<file path="config.mk">
export PLATFORM = sky130hd
export DESIGN_NAME = sbc_event_capture_sleep_guard
export DESIGN_NICKNAME = d
export VERILOG_FILES = /design/src/hdl/sbc_event_capture_sleep_guard.v
export VERILOG_INCLUDE_DIRS = /design/src /design/src/hdl
export SDC_FILE = /design/constraint.sdc
export NUM_CORES = 1
export LEC_CHECK = 0
export ABC_CLOCK_PERIOD_IN_PS = 4330
export BUFFER_PORTS_ARGS = -buffer_cell sky130_fd_sc_hd__buf_2
export CORE_MARGIN = 3
export CORE_UTILIZATION = 45
export DETAILED_ROUTE_END_ITERATION = 6
export GPL_ROUTABILITY_DRIVEN = 1
export GPL_TIMING_DRIVEN = 0
export PLACE_DENSITY = 0.68
export SLEW_MARGIN = 20
export SYNTH_ARGS = -nofsm -noshare
export SYNTH_HDL_FRONTEND = slang
export SYNTH_SLANG_ARGS = --single-unit
</file>
<file path="constraint.sdc">
create_clock -name sys_clk -period 4.33 [get_ports sys_clk]
set_input_delay 0.866 -clock sys_clk [delete_from_list [all_inputs] [get_ports sys_clk]]
set_output_delay 0.866 -clock sys_clk [all_outputs]
set_load 0.005 [all_outputs]
</file>
<file path="src/hdl/sbc_event_defines.vh">
// register offsets, field positions, reset values and codes of the event capture block
// assumes a single-clock host register port that has already decoded the serial frames
`ifndef SBC_EVENT_DEFINES_VH
`define SBC_EVENT_DEFINES_VH

// register offsets (7-bit register address)
`define ADDR_SYS_ENABLE    7'h04
`define ADDR_SUP_ENABLE    7'h1C
`define ADDR_TRX_ENABLE    7'h23
`define ADDR_WAKE_ENABLE   7'h4C
`define ADDR_GLOBAL        7'h60
`define ADDR_SYS_FLAGS     7'h61
`define ADDR_SUP_FLAGS     7'h62
`define ADDR_TRX_FLAGS     7'h63
`define ADDR_WAKE_FLAGS    7'h64

// system group bits
`define BIT_BATTERY_START  4
`define BIT_OVERHEAT       2
`define BIT_SERIAL_FAULT   1
`define BIT_WATCHDOG       0
// supply group bits
`define BIT_SENSOR_HIGH    2
`define BIT_SENSOR_LOW     1
`define BIT_CTRL_LOW       0
// transceiver group bits
`define BIT_FRAME_ERROR    5
`define BIT_BUS_SILENCE    4
`define BIT_BUS_FAULT      1
`define BIT_CAN_WAKE       0
// wake pin group bits
`define BIT_WAKE_RISE      1
`define BIT_WAKE_FALL      0
// global summary bits
`define BIT_SYS_PENDING    0
`define BIT_SUP_PENDING    1
`define BIT_TRX_PENDING    2
`define BIT_WAKE_PENDING   3

// writable masks of the enable registers
`define MASK_SYS_ENABLE    8'h06
`define MASK_SUP_ENABLE    8'h07
`define MASK_TRX_ENABLE    8'h13
`define MASK_WAKE_ENABLE   8'h03

// reset values
`define RST_ENABLE         8'h00
`define RST_FLAGS          8'h00

// operating mode command code that asks for sleep
`define MODE_CMD_SLEEP     3'h1

`endif

</file>
<file path="src/hdl/sbc_event_capture_sleep_guard.v">
// event capture flags, global summary and sleep entry guard of the basis chip
// assumes a register port from the serial decoder on sys_clk, event pulses from
// on-chip monitors on sys_clk, and an asynchronous wake pin
//
// How it works
// - sleep ends only when an event flag has been captured
// - can and wake pin wakes are regular; everything else is diagnostic
// - sleep request with all regular wake enables off gives a system reset
// - sleep command 001 with a regular wake enabled and any flag pending goes to reset mode
// - sleep lockout set: sleep command raises serial fault, no sleep
// - host clears a flag by writing one; zero leaves it
// - global summary bits 0..3 flag system, supply, transceiver, wake groups
// - battery start flag on bit 4 when leaving off mode
// - overheat warning sets system bit 2
// - serial interface failure sets system bit 1
// - watchdog failure sets system bit 0
// - supply bits: sensor high 2, sensor low 1, controller low 0
// - selective frame detection error sets transceiver bit 5
// - bus silence sets transceiver bit 4; reads zero while bus active
// - transceiver deactivation sets transceiver bit 1
// - can wake while offline sets transceiver bit 0
// - wake pin rise sets bit 1, fall sets bit 0
// - system enable bit 2 gates overheat warning capture
// - flags set only when enabled; start, watchdog, frame error always
// - offline transceiver with controller supply on and any flag pending drives receive pin low
// - event in sleep turns supply on, goes to standby through reset
`timescale 1ns/1ps
`include "sbc_event_defines.vh"

module sbc_event_capture_sleep_guard #(
   parameter HAS_SENSOR_SUPPLY = 1                  // 0 on variants without sensor supply
) (
   input  wire       sys_clk,                       // 10 MHz internal clock
   input  wire       rst_b,                         // power-on reset, active low
   input  wire [6:0] reg_addr,                      // register address
   input  wire       reg_wr,                        // one-cycle write strobe
   input  wire [7:0] reg_wdata,                     // write data
   output reg  [7:0] reg_rdata_ff,                  // read data, one cycle after address
   input  wire       mode_cmd_valid,                // one-cycle operating mode command strobe
   input  wire [2:0] operating_mode_command,        // operating mode command code
   input  wire       sleep_lockout_config,          // nonvolatile sleep lockout
   input  wire       off_mode_exit,                 // pulse: left off mode after power-up
   input  wire       overheat_event,                // pulse: warning threshold passed
   input  wire       serial_fail_event,             // pulse: serial interface failure
   input  wire       watchdog_fail_event,           // pulse: watchdog failure
   input  wire       sensor_high_event,             // pulse: sensor supply overvoltage
   input  wire       sensor_low_event,              // pulse: sensor supply undervoltage
   input  wire       ctrl_low_event,                // pulse: controller supply undervoltage
   input  wire       frame_error_event,             // pulse: selective frame detect error
   input  wire       silence_event,                 // pulse: bus silence timeout
   input  wire       bus_active,                    // level: bus activity seen
   input  wire       trx_deact_event,               // pulse: transceiver deactivated
   input  wire       can_wake_event,                // pulse: can wake-up detected
   input  wire       trx_offline,                   // level: transceiver offline
   input  wire       wake_pin,                      // asynchronous wake pin level
   output wire       rxd_force_low,                 // receive pin driven low for event
   output reg        sleep_mode_ff,                 // level: in sleep mode
   output reg        ctrl_supply_on_ff,             // level: controller supply enabled
   output reg        reset_mode_req_ff,             // pulse: go to reset mode
   output reg        system_reset_req_ff            // pulse: system reset
);

   // =====================================================================
   // registers
   // =====================================================================
   reg  [7:0] sys_en_ff;                            // system capture enables
   reg  [7:0] sup_en_ff;                            // supply capture enables
   reg  [7:0] trx_en_ff;                            // transceiver capture enables
   reg  [7:0] wake_en_ff;                           // wake pin capture enables
   reg  [7:0] sys_flags_ff;                         // system event flags
   reg  [7:0] sup_flags_ff;                         // supply event flags
   reg  [7:0] trx_flags_ff;                         // transceiver event flags
   reg  [7:0] wake_flags_ff;                        // wake pin event flags
   reg        wake_sync1_ff;                        // wake pin synchroniser stage 1
   reg        wake_sync2_ff;                        // wake pin synchroniser stage 2
   reg        wake_prev_ff;                         // last synchronised wake level

   wire       sleep_cmd;                            // sleep command seen
   wire       regular_enabled;                      // any regular wake source enabled
   wire       any_pending;                          // any flag set
   wire       lockout_fault;                        // sleep command refused by lockout
   wire       wake_rise;                            // synchronised rising edge
   wire       wake_fall;                            // synchronised falling edge
   wire [7:0] sup_valid;                            // implemented supply bits
   wire [3:0] global_summary;                       // group pending bits
   reg  [7:0] sys_set;                              // system set terms
   reg  [7:0] sup_set;                              // supply set terms
   reg  [7:0] trx_set;                              // transceiver set terms
   reg  [7:0] wake_set;                             // wake pin set terms
   reg  [7:0] nxt_rdata;                            // read mux

   // write-one-to-clear with set winning over a clear in the same cycle
   function [7:0] w1c_next;
      input [7:0] flags;
      input       hit;
      input [7:0] wdata;
      input [7:0] set;
      begin
         w1c_next = (flags & ~(hit ? wdata : 8'h00)) | set;
      end
   endfunction

   // =====================================================================
   // wake pin synchroniser and edge detection
   // =====================================================================
   always @(posedge sys_clk or negedge rst_b) begin
      if (!rst_b) begin
         wake_sync1_ff <= 1'b0;
         wake_sync2_ff <= 1'b0;
         wake_prev_ff  <= 1'b0;
      end else begin
         wake_sync1_ff <= wake_pin;
         wake_sync2_ff <= wake_sync1_ff;
         wake_prev_ff  <= wake_sync2_ff;
      end
   end

   assign wake_rise = wake_sync2_ff & ~wake_prev_ff;
   assign wake_fall = ~wake_sync2_ff & wake_prev_ff;

   // =====================================================================
   // sleep command decisions
   // =====================================================================
   // lockout is checked first so a locked part never resets on a stray sleep command
   assign sleep_cmd       = mode_cmd_valid & (operating_mode_command == `MODE_CMD_SLEEP);
   assign lockout_fault   = sleep_cmd & sleep_lockout_config;
   // only can and wake pin sources count as regular wakes
   assign regular_enabled = trx_en_ff[`BIT_CAN_WAKE] | wake_en_ff[`BIT_WAKE_RISE] |
                            wake_en_ff[`BIT_WAKE_FALL];
   assign sup_valid       = HAS_SENSOR_SUPPLY ? 8'h07 : 8'h01;
   assign global_summary  = {|wake_flags_ff, |trx_flags_ff,
                             |sup_flags_ff, |sys_flags_ff};
   assign any_pending     = |global_summary;

   // =====================================================================
   // set terms, gated by capture enables except start, watchdog and frame error
   // =====================================================================
   always @* begin
      sys_set  = 8'h00;
      sup_set  = 8'h00;
      trx_set  = 8'h00;
      wake_set = 8'h00;
      sys_set[`BIT_BATTERY_START] = off_mode_exit;
      // overheat and serial fault are not captured while asleep
      sys_set[`BIT_OVERHEAT]      = overheat_event & sys_en_ff[`BIT_OVERHEAT] &
                                    ~sleep_mode_ff;
      sys_set[`BIT_SERIAL_FAULT]  = (serial_fail_event | lockout_fault) &
                                    sys_en_ff[`BIT_SERIAL_FAULT] & ~sleep_mode_ff;
      sys_set[`BIT_WATCHDOG]      = watchdog_fail_event;
      sup_set[`BIT_SENSOR_HIGH]   = sensor_high_event & sup_en_ff[`BIT_SENSOR_HIGH];
      sup_set[`BIT_SENSOR_LOW]    = sensor_low_event & sup_en_ff[`BIT_SENSOR_LOW];
      // controller supply is off in sleep so its monitor is ignored there
      sup_set[`BIT_CTRL_LOW]      = ctrl_low_event & sup_en_ff[`BIT_CTRL_LOW] &
                                    ~sleep_mode_ff;
      sup_set                     = sup_set & sup_valid;
      trx_set[`BIT_FRAME_ERROR]   = frame_error_event;
      trx_set[`BIT_BUS_SILENCE]   = silence_event & ~bus_active &
                                    trx_en_ff[`BIT_BUS_SILENCE];
      trx_set[`BIT_BUS_FAULT]     = trx_deact_event & trx_en_ff[`BIT_BUS_FAULT];
      trx_set[`BIT_CAN_WAKE]      = can_wake_event & trx_offline &
                                    trx_en_ff[`BIT_CAN_WAKE];
      wake_set[`BIT_WAKE_RISE]    = wake_rise & wake_en_ff[`BIT_WAKE_RISE];
      wake_set[`BIT_WAKE_FALL]    = wake_fall & wake_en_ff[`BIT_WAKE_FALL];
   end

   // =====================================================================
   // enable and flag registers
   // =====================================================================
   always @(posedge sys_clk or negedge rst_b) begin
      if (!rst_b) begin
         sys_en_ff     <= `RST_ENABLE;
         sup_en_ff     <= `RST_ENABLE;
         trx_en_ff     <= `RST_ENABLE;
         wake_en_ff    <= `RST_ENABLE;
         sys_flags_ff  <= `RST_FLAGS;
         sup_flags_ff  <= `RST_FLAGS;
         trx_flags_ff  <= `RST_FLAGS;
         wake_flags_ff <= `RST_FLAGS;
      end else begin
         if (reg_wr && reg_addr == `ADDR_SYS_ENABLE) begin
            sys_en_ff <= reg_wdata & `MASK_SYS_ENABLE;
         end
         if (reg_wr && reg_addr == `ADDR_SUP_ENABLE) begin
            sup_en_ff <= reg_wdata & `MASK_SUP_ENABLE & sup_valid;
         end
         if (reg_wr && reg_addr == `ADDR_TRX_ENABLE) begin
            trx_en_ff <= reg_wdata & `MASK_TRX_ENABLE;
         end
         if (reg_wr && reg_addr == `ADDR_WAKE_ENABLE) begin
            wake_en_ff <= reg_wdata & `MASK_WAKE_ENABLE;
         end
         sys_flags_ff  <= w1c_next(sys_flags_ff, reg_wr && reg_addr == `ADDR_SYS_FLAGS,
                                   reg_wdata, sys_set);
         sup_flags_ff  <= w1c_next(sup_flags_ff, reg_wr && reg_addr == `ADDR_SUP_FLAGS,
                                   reg_wdata, sup_set);
         // silence flag forced low while the bus is active
         trx_flags_ff  <= w1c_next(trx_flags_ff, reg_wr && reg_addr == `ADDR_TRX_FLAGS,
                                   reg_wdata, trx_set) &
                          ~(bus_active ? 8'h10 : 8'h00);
         wake_flags_ff <= w1c_next(wake_flags_ff, reg_wr && reg_addr == `ADDR_WAKE_FLAGS,
                                   reg_wdata, wake_set);
      end
   end

   // =====================================================================
   // mode control: sleep entry guard and wake from sleep
   // =====================================================================
   always @(posedge sys_clk or negedge rst_b) begin
      if (!rst_b) begin
         sleep_mode_ff       <= 1'b0;
         ctrl_supply_on_ff   <= 1'b1;
         reset_mode_req_ff   <= 1'b0;
         system_reset_req_ff <= 1'b0;
      end else begin
         reset_mode_req_ff   <= 1'b0;
         system_reset_req_ff <= 1'b0;
         if (sleep_mode_ff) begin
            // nothing but a captured event ends sleep
            if (any_pending) begin
               sleep_mode_ff     <= 1'b0;
               ctrl_supply_on_ff <= 1'b1;
               reset_mode_req_ff <= 1'b1;
            end
         end else if (sleep_cmd && !sleep_lockout_config) begin
            if (!regular_enabled) begin
               system_reset_req_ff <= 1'b1;
            end else if (any_pending) begin
               reset_mode_req_ff <= 1'b1;
            end else begin
               sleep_mode_ff     <= 1'b1;
               ctrl_supply_on_ff <= 1'b0;
            end
         end
      end
   end

   // receive pin alert; limitation: the event delay timer is not modelled
   assign rxd_force_low = trx_offline & ctrl_supply_on_ff & any_pending;

   // =====================================================================
   // read path, registered so read data comes from flip-flops
   // =====================================================================
   always @* begin
      case (reg_addr)
         `ADDR_SYS_ENABLE:  nxt_rdata = sys_en_ff;
         `ADDR_SUP_ENABLE:  nxt_rdata = sup_en_ff;
         `ADDR_TRX_ENABLE:  nxt_rdata = trx_en_ff;
         `ADDR_WAKE_ENABLE: nxt_rdata = wake_en_ff;
         `ADDR_GLOBAL:      nxt_rdata = {4'h0, global_summary};
         `ADDR_SYS_FLAGS:   nxt_rdata = sys_flags_ff;
         `ADDR_SUP_FLAGS:   nxt_rdata = sup_flags_ff;
         `ADDR_TRX_FLAGS:   nxt_rdata = trx_flags_ff;
         `ADDR_WAKE_FLAGS:  nxt_rdata = wake_flags_ff;
         default:           nxt_rdata = 8'h00;
      endcase
   end

   always @(posedge sys_clk or negedge rst_b) begin
      if (!rst_b) begin
         reg_rdata_ff <= 8'h00;
      end else begin
         reg_rdata_ff <= nxt_rdata;
      end
   end

endmodule // sbc_event_capture_sleep_guard

</file>
Word level (Yosys, flattened, before mapping)

Cells that the tools add are included.
W data, S select, Z words.

Bits in registers: 57
Input port bits: 37
Output and inout port bits: 13
Logic and storage cells: 110

Equality and inequality tests: 12
Multiplexer cells: 22
Bitwise operators: 42
Reductions and logical operators: 18

Operator list:

| kind                 | count |
|---|---|
| $pmux W8 S9          | 1 |
| $eq A7 B7 Y1 const B | 6 |
| $and A8 B8 Y8        | 5 |
| $mux W8              | 4 |
| $not A8 Y8           | 4 |
| $reduce_or A32 Y1    | 1 |
| $reduce_or A8 Y1     | 4 |
| $and A1 B1 Y1        | 21 |
| $mux W1              | 16 |
| $logic_and A1 B1 Y1  | 9 |
| $not A5 Y8           | 1 |
| $or A8 B2 Y8         | 1 |
| $or A8 B3 Y8         | 1 |
| $or A8 B5 Y8         | 1 |
| $or A8 B6 Y8         | 1 |
| $eq A7 B3 Y1 const B | 1 |
| $eq A7 B5 Y1 const B | 1 |
| $eq A7 B6 Y1 const B | 1 |
| $mux W5              | 1 |
| $not A1 Y1           | 4 |
| $reduce_and A4 Y1    | 1 |
| $reduce_bool A2 Y1   | 2 |
| $eq A3 B1 Y1 const B | 1 |
| $or A1 B1 Y1         | 3 |
| other kinds (3)      | 3 |

Longest topological paths before layout

Depth after elaboration: 7
Depth in mapped cells: 7
Depth with buffers taken out: 4

Worst setup path after synthesis

OpenSTA, ideal clock, no wires.

Path type: input to register
From: input port reg_addr[1]
To: register sys_en_ff[1]
Setup time: 127 ps
Arrival time: 2084 ps
Data required time: 4203 ps
Path slack: 2119 ps
Stages on the path: 5
Path buffers: 1
Cells stage by stage: buf_6 or4b_4 nor4_4 nand2_2 mux2_1

Longest elaborated chain between the ends: 2

Ends and longest elaborated chain:

| what                                 | RTL line                            | text |
|---|---|---|
| start: declaration                   | sbc_event_capture_sleep_guard.v:35  | `input wire [6:0] reg_addr,` |
| $eq A7 B3 Y1                         | --                                  |  |
| $logic_and A1 B1 Y1 (no source line) | --                                  |  |
| end signal: assignment               | sbc_event_capture_sleep_guard.v:171 | `` sys_en_ff <= `RST_ENABLE; `` |
| end signal: assignment               | sbc_event_capture_sleep_guard.v:181 | `` sys_en_ff <= reg_wdata & `MASK_SYS_ENABLE; `` |
| end: declaration                     | sbc_event_capture_sleep_guard.v:66  | `reg [7:0] sys_en_ff;` |

Every way passes these cells.
A chain may end at the register's enable or synchronous reset.

Worst setup path in the final report

From: register wake_flags_ff[1]
To: output port rxd_force_low

Longest elaborated chain between the ends: 2

Ends and longest elaborated chain:

| what                     | RTL line                            | text |
|---|---|---|
| start: declaration       | sbc_event_capture_sleep_guard.v:73  | `reg [7:0] wake_flags_ff;` |
| start signal: assignment | sbc_event_capture_sleep_guard.v:178 | `` wake_flags_ff <= `RST_FLAGS; `` |
| start signal: assignment | sbc_event_capture_sleep_guard.v:200 | `` wake_flags_ff <= w1c_next(wake_flags_ff, reg_wr && reg_addr == `ADDR_WAKE_FLAGS, `` |
| $reduce_or A32 Y1        | sbc_event_capture_sleep_guard.v:133 | `assign any_pending = \|global_summary;` |
| $and A1 B1 Y1            | sbc_event_capture_sleep_guard.v:238 | `assign rxd_force_low = trx_offline & ctrl_supply_on_ff & any_pending;` |
| end: declaration         | sbc_event_capture_sleep_guard.v:56  | `output wire rxd_force_low,` |

Every way passes these cells.

==> summary.txt <==
Global route
  – GR Layer Usage met3: 0.04825
  – Total GRT Usage: 0.2225
  – Antenna violations before repair: 0
  – Most Used Layer, Global Route: met1
  – M2 GR Usage: 0.3176
  – Total gr overflow: 0
  – Global-route wire length before repair: ~11 mm
  – Number of global-route vias before repair: about 2100
  – GRT met1 Usage: 0.3239
  – Pin count of the biggest net entering global routing: 58

Floorplan
  – Num rows: 26
  – Die area: 6672 um2
  – Initial Util: 0.4831
  – Die height: ~80 um
  – Num ports: 50
  – Core Area: roughly 5300 um2
  – Die Wd: slightly above 80 um

Timing
  – Rel. slew slack: 0.5410
  – Final Max Slew Viols: 0
  – Fin crit share: 0.6805
  – Setup Skew: between 0.01 and 0.015 ns
  – Worst Tran Pin Value: approximately 0.69 ns
  – Final TNS setup: 0 ns
  – Fmax: 339.4 MHz
  – Clock period minus final worst setup slack: roughly 3 ns
  – Final setup violation count: 0
  – Final Hold Viols: 0
  – RSZ-0062 raised after global routing: no
  – WHS: roughly 0.35 ns

Routing
  – DRC errors left: 0
  – Vias per inst: ~6
  – Final WL: 6.593 mm
  – Drt initial violations: approximately 200
  – Drt pass-1 iters: 5
  – DR vias: a little over 2000
  – Routed len/inst: between 15 and 20 um
  – Antenna Nets Post-Route: 0

Final layout
  – Fillers: between 400 and 500
  – Diode count: 0
  – Register Area: between 1000 and 1500 um2
  – Area occupied by multi-input gates: approximately 1100 um2
  – Post-layout nets: 315
  – Share of cells above drive strength 1: 0.3004
  – P&R area growth vs syn: 19.47%

Critical path
  – Crit-path cells: nor4_1, nand2_1, nor4_1, nor2_1, buf_2
  – Delay of the slowest cell on the worst path: around 0.60 ns
  – Worst Path Buf+Inv: 1
  – CP Max Fanout: 4
  – CP Capture Type: output port
  – Crit path required time: about 3.5 ns
  – CP max stage cell: nor4_1
  – Worst Setup Start Kind: flop
  – Worst EP arrival: roughly 2.1 ns
  – Kind of critical path: reg2out
  – Cell family with most CP delay: simple AND/OR/NAND/NOR gates
  – Cell mode on critical path: nor4_1

Yosys
  – Post-synth EDFFs: 0
  – Top cells by area, synth: dfrtp_1 (54%), mux2_2 (5.7%), a21boi_0 (5.5%)
  – Register bit total from synthesis: between 50 and 60
  – Register area share after synthesis: 0.5539
  – Unique masters post-synth: 47
  – Synth Net Count: 257
  – Mapped Area: 2577 um2
  – Synth Area per Inst: between 10 and 15 um2
  – Yosys Warn Count: 0
  – Synth area leader: dfrtp_1
  – Top FF cell, synth: dfrtp_1
  – Mapped Cells: 220
  – Share of the synthesized area in the top cell type: 0.5437
  – Synth async-reset ratio: 1.000

Outcome
  – Status: completed

Clock network
  – CTS Sinks: 57
  – TritonCTS buffer count: 9
  – # H-tree levels: 3
  – Clock transition at path regs: about 0.060 ns
  – Post-cts sizing count: 0
  – Clock root buffer: clkbuf_8
  – Post-CTS Setup Bufs: 0
  – Worst-Skew Late Latency: between 0.3 and 0.4 ns
  – Max Buffers Root-to-Sink: 2
  – CTS tree: done
  – Hold buffers post-CTS: 0

Placement
  – IO Port Bufs: 47
  – RePlAce Congestion: 0.8786
  – Post-DP HPWL: ~5 mm

Min path
  – Hold/Removal Path Class: reg2reg

Job
  – Max_cap viols: 0

Pwr
  – Leakage: ~0.0014 uW
  – Power Density: around 380 nW/um2
  – Worst VDD drop: around 0.25 mV
sequential cells by signal (all words and copies together) (netlist names):
register and count:
reg_rdata_ff 8, sup_flags_ff 8, sys_flags_ff 8, trx_flags_ff 8
wake_flags_ff 8, sup_en_ff 3, trx_en_ff 3, sys_en_ff 2
wake_en_ff 2, ctrl_supply_on_ff 1, reset_mode_req_ff 1, sleep_mode_ff 1
system_reset_req_ff 1, wake_prev_ff 1, wake_sync1_ff 1, wake_sync2_ff 1
per-layer routing:
metal,part of all wire,vias to the layer above
met5,0,-
met4,0.015,0
met3,0.072,9
met2,0.44,75
met1,0.47,1020
li1,-,959
layout by cell type (no fill, tap or decap), types with 2 or more instances in the layout:
cell type	synthesis	final
a22oi_1	4	4
nand4b_1	2	2
a32oi_1	7	7
nor2b_1	5	5
dfrtp_1	56	56
o2bb2ai_1	3	3
nor2_1	5	5
nand3_1	4	4
clkinv_2	0	2
clkbuf_8	0	11
mux2_2	13	13
a32o_1	5	5
inv_1	5	5
nand2b_1	2	2
buf_2	2	48
a22o_1	7	7
and3_1	3	3
a21boi_0	19	19
a222oi_1	2	2
a21o_1	4	4
nand2_1	30	30
clkbuf_1	4	6
and3b_1	2	2
and4_1	2	2
nor4_1	9	9
mux2_1	2	2
worst paths after layout:
path                                   from                 to  slack (ns)  cells past startpoint
max reg2reg                wake_flags_ff[1]  reset_mode_req_ff        2.47                      4
min                           wake_sync1_ff      wake_sync2_ff        0.35                      0
max                        wake_flags_ff[1]      rxd_force_low        1.38                      5
min in group asynchronous             rst_b    sup_flags_ff[6]        0.58                      1
min reg2reg                   wake_sync1_ff      wake_sync2_ff        0.35                      0
max in group asynchronous             rst_b      wake_en_ff[0]        3.29                      1
synth_stat cells, drive strengths merged (2+ instances only):
library cell	instances
dfrtp	56
nand2	31
a21boi	19
mux2	15
nor4	10
a22o	7
a32oi	7
a32o	5
clkbuf	5
inv	5
nor2	5
nor2b	5
a21o	4
a22oi	4
nand3	4
and3	3
buf	3
o2bb2ai	3
a222oi	2
and3b	2
and4	2
nand2b	2
nand4b	2
nor3	2
per-stage QoR:
| stage | worst slack (ns) | std cells | utilization | power [uW] | cell area [um2] |
|---|---|---|---|---|---|
| CTS | 1.340 | 353 | 0.5772 | 1173 | 3079 |
| detailed placement | 1.699 | 337 | 0.5441 | 735.5 | 2903 |
| global route | 1.165 | 353 | 0.5772 | 1219 | 3079 |
| finish | 1.383 | 353 | 0.5772 | 1162 | 3079 |
| global placement | 1.708 | 337 | 0.5436 | 732.7 | 2900 |
| floorplan | 2.119 | 220 | - | 673.9 | 2577 |
final cells by class:
type,count,area share
clock inverter,3,0.005689
buffer,8,0.01341
inverter,5,0.006095
clock buffer,13,0.05160
timing repair buffer,47,0.07720
multi-input combinational,150,0.3539
tap,70,0.02844
sequential,57,0.4636
logic make-up (layout without fill, tap and decap cells):
logic type | count (synthesis) | in the layout | share of synthesized area
buf+inv | 13 | 76 | 0.02330
simple gates | 76 | 76 | 0.1709
compound gates | 59 | 59 | 0.1864
mux | 15 | 15 | 0.06553
flops | 57 | 57 | 0.5539
power breakdown:
| part | internal [uW] | total, uW | switching, uW | leakage (uW) |
|---|---|---|---|---|
| sequential | 573 | 612 | 38.7 | 0.000738 |
| clock | 237 | 435 | 198 | 0.0000894 |
| combinational | 60.2 | 115 | 54.6 | 0.000606 |
| total | 870 | 1160 | 292 | 0.00143 |
Power figures use the tool's default switching activity.
